**config.mk**
```make
export PLATFORM = sky130hd
export DESIGN_NAME = vac_control_regs
export DESIGN_NICKNAME = d
export VERILOG_FILES = /design/src/rtl/vac_control_regs.v
export VERILOG_INCLUDE_DIRS = /design/src /design/src/inc
export SDC_FILE = /design/constraint.sdc
export NUM_CORES = 1
export LEC_CHECK = 0
export BUFFER_PORTS_ARGS = -buffer_cell sky130_fd_sc_hd__buf_2
export CAP_MARGIN = 5
export CORE_MARGIN = 5
export CORE_UTILIZATION = 44
export DETAILED_ROUTE_END_ITERATION = 8
export MAX_ROUTING_LAYER = met4
export PLACE_DENSITY = 0.73
export SYNTH_ARGS = -nofsm -noshare
export SYNTH_HDL_FRONTEND = slang
export SYNTH_SLANG_ARGS = --single-unit
```
**constraint.sdc**
```tcl
create_clock -name clk -period 1.9 [get_ports clk]
set_input_delay 0.285 -clock clk [delete_from_list [all_inputs] [get_ports clk]]
set_output_delay 0.285 -clock clk [all_outputs]
set_load 0.005 [all_outputs]
```
**src/inc/vac_regs.vh**
```
// Register map and field constants for the video converter control bank.
// Assumes byte-wide registers reached over an 8-bit address register port.
`ifndef VAC_REGS_VH
`define VAC_REGS_VH

// Register addresses
`define VAC_ADDR_CONV_CTRL 8'h30
`define VAC_ADDR_RED_GAIN 8'h31
`define VAC_ADDR_GREEN_GAIN 8'h32

// Reset values (bit 5 set in every mapped register; read, pad and sync values are zero)
`define VAC_CONV_CTRL_RST 8'h20
`define VAC_COARSE_RST 8'h20
`define VAC_UNMAPPED_READ 8'h00
`define VAC_PAD_RST 8'h00
`define VAC_SYNC_RST 2'h0

// Converter control field positions
`define VAC_OUT_EN_BIT 7
`define VAC_CAPTURE_BIT 6
`define VAC_INV_DIS_BIT 5
`define VAC_FORCE_BIT 4
`define VAC_CLAMP_POL_BIT 3
`define VAC_CLAMP_SRC_BIT 2
`define VAC_AMP_OFF_BIT 1
`define VAC_DAC_OFF_BIT 0

// Coarse gain field
`define VAC_GAIN_MSB 1
`define VAC_GAIN_LSB 0

// Register select codes from the address decoder
`define VAC_SEL_NONE 2'h0
`define VAC_SEL_CTRL 2'h1
`define VAC_SEL_RED 2'h2
`define VAC_SEL_GREEN 2'h3

// Converter output width: three channels of eight bits
`define VAC_CHAN_BITS 8
`define VAC_NUM_CHAN 3

`endif

```
**src/rtl/vac_control_regs.v**
```verilog
// Control register bank for a three-channel video converter: output stage,
// clamp source and polarity, power-down bits and red/green coarse gain.
// Assumes the serial-bus front end presents decoded byte accesses on the
// register port in the clk domain; converter data arrives on clk as well.
//
// Operation
// - Output enable 0 puts all converter pads in high-impedance; reset 0.
// - Invert-disable 0 inverts output data, 1 passes it true; reset 1.
// - Force 1 drives all outputs low or high per invert-disable.
// - Capture-mode bit stored, read back, presented to the core; reset 0.
// - Clamp polarity 0 means active high, 1 active low; reset 0.
// - Clamp source 0 picks internal clamp, 1 the external pin; reset 0.
// - Video amplifier disable 1 powers the amplifier down; reset 0.
// - Fine-ref DAC off 1 turns DACs off, top-reference pins external.
// - Red and green coarse registers hold a two-bit gain code, reset 0.
//
// Hazards and limits
// Pad enables and pad data share one flop stage, so they switch together
// and the pads never show a half-updated word.
// The clamp pin is asynchronous and passes two flops; the internal clamp
// is already on clk and goes straight to the mux.
// Reserved coarse bits are stored exactly as written; keeping them at
// their legal values is left to software.
// Reads have no side effects, so software may poll any register freely.
// A write and a read in one cycle: the read returns the old value.
`timescale 1ns/1ps
`default_nettype none
`include "vac_regs.vh"

module vac_control_regs (
  // Clock and reset
  input wire clk,
  input wire rst_b,
  // Register port from the serial-bus front end
  input wire [7:0] reg_addr,
  input wire [7:0] reg_wdata,
  input wire reg_wr,
  input wire reg_rd,
  output reg [7:0] reg_rdata,
  output reg reg_rvalid,
  // Converter core data and pads
  input wire [23:0] conv_data_in,
  output wire [23:0] conv_pad_out,
  output wire [23:0] conv_pad_oe,
  // Clamp sources and result
  input wire int_clamp,
  input wire ext_clamp_pin,
  output reg clamp_active,
  // Analog controls
  output wire capture_mode,
  output wire video_amp_off,
  output wire fine_ref_dac_off,
  output wire [1:0] red_gain_step,
  output wire [1:0] green_gain_step
);

  // Address decode shared by the write and read paths
  function [1:0] reg_select;
    input [7:0] addr;
    begin
      if (addr == `VAC_ADDR_CONV_CTRL)
        reg_select = `VAC_SEL_CTRL;
      else if (addr == `VAC_ADDR_RED_GAIN)
        reg_select = `VAC_SEL_RED;
      else if (addr == `VAC_ADDR_GREEN_GAIN)
        reg_select = `VAC_SEL_GREEN;
      else
        reg_select = `VAC_SEL_NONE;
    end
  endfunction

  // Synchroniser, register bank and pad stage state
  reg [1:0] rst_pipe;
  wire rst_sync_b;
  reg [7:0] conv_ctrl;
  reg [7:0] red_coarse;
  reg [7:0] green_coarse;
  reg [1:0] clamp_pipe;
  reg [23:0] pad_data;
  reg [23:0] pad_oe;
  // Decoder results and field taps
  wire [1:0] wr_sel;
  wire [1:0] rd_sel;
  wire out_en;
  wire inv_dis;
  wire force_out;
  wire clamp_src;

  // Reset: asserted at once, released through two flops
  // Release is synchronous, so no flop sees a runt reset edge
  always @(posedge clk or negedge rst_b)
  begin
    if (!rst_b)
      rst_pipe <= `VAC_SYNC_RST;
    else
      rst_pipe <= {rst_pipe[0], 1'b1};
  end
  assign rst_sync_b = rst_pipe[1];

  assign wr_sel = reg_select(reg_addr);
  assign rd_sel = reg_select(reg_addr);

  // Register writes; unmapped addresses are dropped silently
  // All eight bits are kept, reserved ones included
  always @(posedge clk or negedge rst_sync_b)
  begin
    if (!rst_sync_b)
    begin
      conv_ctrl <= `VAC_CONV_CTRL_RST;
      red_coarse <= `VAC_COARSE_RST;
      green_coarse <= `VAC_COARSE_RST;
    end
    else if (reg_wr)
    begin
      if (wr_sel == `VAC_SEL_CTRL)
        conv_ctrl <= reg_wdata;
      else if (wr_sel == `VAC_SEL_RED)
        red_coarse <= reg_wdata;
      else if (wr_sel == `VAC_SEL_GREEN)
        green_coarse <= reg_wdata;
    end
  end

  // Read data one cycle after the strobe; reserved bits read as written
  // Unmapped reads answer zero with a valid pulse, never stall
  always @(posedge clk or negedge rst_sync_b)
  begin
    if (!rst_sync_b)
    begin
      reg_rdata <= `VAC_UNMAPPED_READ;
      reg_rvalid <= 1'b0;
    end
    else
    begin
      reg_rvalid <= reg_rd;
      if (reg_rd)
      begin
        if (rd_sel == `VAC_SEL_CTRL)
          reg_rdata <= conv_ctrl;
        else if (rd_sel == `VAC_SEL_RED)
          reg_rdata <= red_coarse;
        else if (rd_sel == `VAC_SEL_GREEN)
          reg_rdata <= green_coarse;
        else
          reg_rdata <= `VAC_UNMAPPED_READ;
      end
    end
  end

  // Field views
  // Analog controls come straight from the bank, no extra latency
  assign out_en = conv_ctrl[`VAC_OUT_EN_BIT];
  assign inv_dis = conv_ctrl[`VAC_INV_DIS_BIT];
  assign force_out = conv_ctrl[`VAC_FORCE_BIT];
  assign capture_mode = conv_ctrl[`VAC_CAPTURE_BIT];
  assign video_amp_off = conv_ctrl[`VAC_AMP_OFF_BIT];
  assign fine_ref_dac_off = conv_ctrl[`VAC_DAC_OFF_BIT];
  assign red_gain_step = red_coarse[`VAC_GAIN_MSB:`VAC_GAIN_LSB];
  assign green_gain_step = green_coarse[`VAC_GAIN_MSB:`VAC_GAIN_LSB];

  // Output stage per channel; one flop stage so pads switch cleanly
  // Pads leave reset tristated and low
  genvar ch;
  generate
    for (ch = 0; ch < `VAC_NUM_CHAN; ch = ch + 1)
    begin : g_chan
      wire [7:0] raw;
      assign raw = conv_data_in[ch*`VAC_CHAN_BITS +: `VAC_CHAN_BITS];
      always @(posedge clk or negedge rst_sync_b)
      begin
        if (!rst_sync_b)
        begin
          pad_data[ch*`VAC_CHAN_BITS +: `VAC_CHAN_BITS] <= `VAC_PAD_RST;
          pad_oe[ch*`VAC_CHAN_BITS +: `VAC_CHAN_BITS] <= `VAC_PAD_RST;
        end
        else
        begin
          // Enable alone decides the drive, so tristate beats force
          pad_oe[ch*`VAC_CHAN_BITS +: `VAC_CHAN_BITS] <=
            {`VAC_CHAN_BITS{out_en}};
          if (force_out)
            pad_data[ch*`VAC_CHAN_BITS +: `VAC_CHAN_BITS] <=
              {`VAC_CHAN_BITS{inv_dis}};
          else if (inv_dis)
            pad_data[ch*`VAC_CHAN_BITS +: `VAC_CHAN_BITS] <= raw;
          else
            pad_data[ch*`VAC_CHAN_BITS +: `VAC_CHAN_BITS] <= ~raw;
        end
      end
    end
  endgenerate

  assign conv_pad_out = pad_data;
  assign conv_pad_oe = pad_oe;

  // External clamp pin is asynchronous; second flop is the only reader
  // Costs two cycles of clamp latency in exchange for safe sampling
  always @(posedge clk or negedge rst_sync_b)
  begin
    if (!rst_sync_b)
      clamp_pipe <= `VAC_SYNC_RST;
    else
      clamp_pipe <= {clamp_pipe[0], ext_clamp_pin};
  end

  // Clamp source and polarity; output is active high in all modes
  // Flop after the mux hides glitches when the source bit changes
  assign clamp_src = conv_ctrl[`VAC_CLAMP_SRC_BIT] ? clamp_pipe[1] :
    int_clamp;
  always @(posedge clk or negedge rst_sync_b)
  begin
    if (!rst_sync_b)
      clamp_active <= 1'b0;
    else
      clamp_active <= clamp_src ^ conv_ctrl[`VAC_CLAMP_POL_BIT];
  end

endmodule // vac_control_regs
`default_nettype wire

```
==> summary.md <==
| Metric | Value |
|---|---|
| Finish-stage setup viols | `0` |
| Power density of the placed cells | `862 mW/mm^2` |
| Initial antenna violation count | `1` |
| Final net count | `353` |
| Clock root buffer | `sky130_fd_sc_hd__clkbuf_8` |
| WL per Instance | `14.1 um` |
| Maximum Capacitance Violations | `0` |
| Chip Height | `89.7 um` |
| Distinct cell type count after synthesis | `24` |
| CTS tree | `yes` |
| Number of CTS-inserted buffers | `9` |
| Clock transition at the register clock pins on the worst setup and hold paths after CTS | `70 ps` |
| DRT Pass-1 Iters | `4` |
| DP HPWL | `4020 um` |
| Overall Global Routing Usage | `15.3%` |
| Starting Density | `44.5%` |
| Area overhead of the layout relative to synthesis | `23.2%` |
| Post-Synthesis Mean Instance Area | `approximately 13 sq um` |
| Non-Filler Cell Area, Final | `0.00344 sq mm` |
| Library cell occupying the most area in the post-synthesis netlist | `sky130_fd_sc_hd__dfrtp_1` |
| Class of the most critical hold timing path | `primary input to flop` |
| Post-synthesis instance area | `around 0.0028 sq mm` |
| Hold_ws | `56.9 ps` |
| Global-route wire length before repair | `8940 um` |
| Number of routed nets with antenna violations | `0` |
| # H-tree levels | `3` |
| Synth top area share | `between 50% and 60%` |
| Clock latency on the worst-skew pair | `330 ps` |
| Number of instances in the synthesized netlist | `217` |
| Die width | `89.7 um` |
| Crit Path Category | `flop to output port` |
| Gpl congestion | `0.747` |
| Final TNS setup | `0 ps` |
| Synth warn | `0` |
| Top delay family on crit path | `flip-flops` |
| Total number of vias | `1779` |
| Capturing point of the worst reg2reg path | `reg_rdata[4]$_DFFE_PN0P_` |
| Worst-case headroom to the max-slew limit | `49.0%` |
| Critical Path AT | `1150 ps` |
| Series of cell instances along the critical path | `buf_2` |
| Core Area | `0.00628 sq mm` |
| Hold path endpoint | `clamp_pipe[0]$_DFF_PN0_` |
| Final Skew | `about 3.7 ps` |
| Peak VDD IR | `between 0.0004 and 0.0005 V` |
| Std-Cell Rows | `29` |
| Share of final-layout standard cells stronger than drive strength 1 | `between 50% and 60%` |
| Kind of end point of the critical path | `output port` |
| Hold Path Cell Cnt | `1` |
| Static Leakage | `1.91 nW` |
| Vias per cell | `4.56` |
| Cell area reported after detailed placement | `0.00322 sq mm` |
| Startpoint of the worst hold path | `ext_clamp_pin` |
| Setup slack of the worst register-to-register path | `between 500 and 600 ps` |
| Number of pins exceeding their max-slew limit in the final report | `0` |
| Buffering stage count on the worst path with inverters included | `1` |
| Via count of the first global-routing pass | `1857` |
| Path depth of the worst reg2reg path | `3` |
| Maximum clock frequency | `697 MHz` |
| Run status | `complete, no violations` |
| Global-route congestion overflow total | `0` |
| Net count after synthesis | `263` |
| Share of the clock period used by the worst path | `75.5%` |
| Hold violation total from the final report | `0` |
| Maximum number of pins on one net before global-route repair | `31` |
| Critical register-to-register path startpoint | `conv_ctrl[4]$_DFFE_PN0P_` |
| CP startpoint kind | `flop` |
| Maximum count of clock buffers along a single path | `2` |
| Sum of routed wire length over all layers | `5490 um` |
| Sink Count | `63` |
| Iteration-0 DRC Markers | `54` |
| Total I/O pin count | `111` |
| Critical Path Slowest Stage Cell | `sky130_fd_sc_hd__dfrtp_1` |
| Fin worst setup slack | `465 ps` |
| Worst slack after detailed placement | `about 250 ps` |
| Cell types with the largest area share after synthesis | `sky130_fd_sc_hd__dfrtp_1 (54%), sky130_fd_sc_hd__xor2_1 (7.5%), sky130_fd_sc_hd__buf_4 (7.3%)` |
| CP max FO | `24` |
| Full die area | `0.00804 sq mm` |
| Post-CTS Setup Inserts | `0` |
| Endpoint required time on the critical path | `1620 ps` |
| Unrepaired setup endpoints after global routing | `no` |
| Sequential fraction of the synthesis area | `between 50 and 60%` |
| Number of port buffers | `110` |
| Worst-margin pin slew | `765 ps` |
| Final critical path time including I/O delays and setup | `1430 ps` |
| Post-route DRC | `0` |
| Number of synthesized register bits | `63` |
| Maximum single-stage delay on the critical path | `620 ps` |
## power by group
part / total, mW / switching [mW] / internal (mW)
logic: 0.305 / 0.139 / 0.166
clock network: 1.18 / 0.508 / 0.675
registers: 1.48 / 0.0554 / 1.42
## cell usage after synthesis
library cell and count:
sky130_fd_sc_hd__xor2_1 24, sky130_fd_sc_hd__buf_4 27, sky130_fd_sc_hd__nand3_1 1, sky130_fd_sc_hd__buf_6 4, sky130_fd_sc_hd__conb_1 1, sky130_fd_sc_hd__nor2_1 26, sky130_fd_sc_hd__buf_1 1, sky130_fd_sc_hd__inv_1 8
sky130_fd_sc_hd__and4bb_2 1, sky130_fd_sc_hd__o22ai_1 8, sky130_fd_sc_hd__nand4_2 1, sky130_fd_sc_hd__and2b_1 1, sky130_fd_sc_hd__a2bb2oi_1 8, sky130_fd_sc_hd__nand4_4 1, sky130_fd_sc_hd__mux2i_1 9, sky130_fd_sc_hd__dfrtp_1 60
sky130_fd_sc_hd__and3b_1 1, sky130_fd_sc_hd__clkbuf_1 3, sky130_fd_sc_hd__xnor2_1 1, sky130_fd_sc_hd__buf_2 3, sky130_fd_sc_hd__dfstp_2 3, sky130_fd_sc_hd__mux2_2 16, sky130_fd_sc_hd__mux2_4 8, sky130_fd_sc_hd__and3_1 1
## worst register-to-register path, stage by stage, from the launching register on
cell                        delay, ps
sky130_fd_sc_hd__dfrtp_1          840
sky130_fd_sc_hd__mux2i_1          160
sky130_fd_sc_hd__a2bb2oi_1        170
sky130_fd_sc_hd__o22ai_1          110
## how the worst max path moves through the flow
stage | cells after the start | start | to | slack (ps)
2_1_floorplan | 0 | rst_pipe[1]$_DFF_PN0_ | clamp_active$_DFF_PN0_ | 20
3_3_place_gp | 4 | reg_addr[0] | green_coarse[6]$_DFFE_PN0P_ | 260
3_5_place_dp | 4 | reg_addr[0] | green_coarse[3]$_DFFE_PN0P_ | 250
4_1_cts | 1 | conv_pad_oe[16]$_DFF_PN0_ | conv_pad_oe[4] | 420
5_1_grt | 1 | conv_pad_oe[16]$_DFF_PN0_ | conv_pad_oe[16] | 320
6_report | 1 | conv_pad_oe[16]$_DFF_PN0_ | conv_pad_oe[16] | 470
## through the flow
step	total power, mW	cells	utilization (%)
2_1_floorplan	1.68	217	-
3_3_place_gp	1.80	372	51.3
3_5_place_dp	1.81	372	51.3
4_1_cts	3.02	389	54.8
5_1_grt	3.11	390	54.8
6_report	2.97	390	54.8
## state kept, by name, summed over array words and instances, names as in the netlist
name	flops
reg_rvalid	1
conv_pad_out	24
green_coarse	8
clamp_pipe	2
reg_rdata	8
red_coarse	8
clamp_active	1
conv_ctrl	8
rst_pipe	2
conv_pad_oe	1
## kinds of logic after synthesis
| kind of cell | share of synthesized area [%] |
|---|---|
| DFF | 56.6 |
| buffers and inverters | 11.0 |
| muxes | 14.0 |
| and+or+nand+nor | 6.14 |
| xor gates and xnor gates | 7.84 |
| AOI/OAI and AO/OA | 4.30 |
| other | 0.134 |
## layout by cell type, fill, tap and decap left out, drive strengths merged
master       instances
mux2i                9
and2b                1
and3b                1
xnor2                1
nand3                1
and4bb               1
clkinv               3
bufinv               1
buf                116
clkinvlp             1
nand4                2
dfstp                3
and3                 1
nor2                26
inv                  8
a2bb2oi              8
conb                 1
diode                1
clkbuf              11
o22ai                8
xor2                24
dlygate4sd3          1
dfrtp               60
mux2                24
## repair_timing
action | in CTS | in global routing
resized for setup | 0 | 0
endpoints found under the hold margin | 2 | 0
hold buffers | 1 | 0
## layer usage
layer / vias up / part of all wire (%) / global-route usage [%] / wire, um
met1: 834 / 42 / 19.7 / 2310
met5: - / 0 / - / 0
met2: 75 / 46 / 21.6 / 2510
met3: 6 / 11 / 5.57 / 600
li1: 864 / - / - / -
met4: 0 / 1.2 / 6.50 / 68
## layout make-up
class,instances,area (sq um)
antenna,1,2.50
clock buffer,11,151
clock inverter,5,56.3
fill,548,2840
inverter,8,30.0
multi-input combinational,108,905
sequential,63,1580
tap,77,96.3
timing repair buffer,117,618
Power figures use the tool's default switching activity.
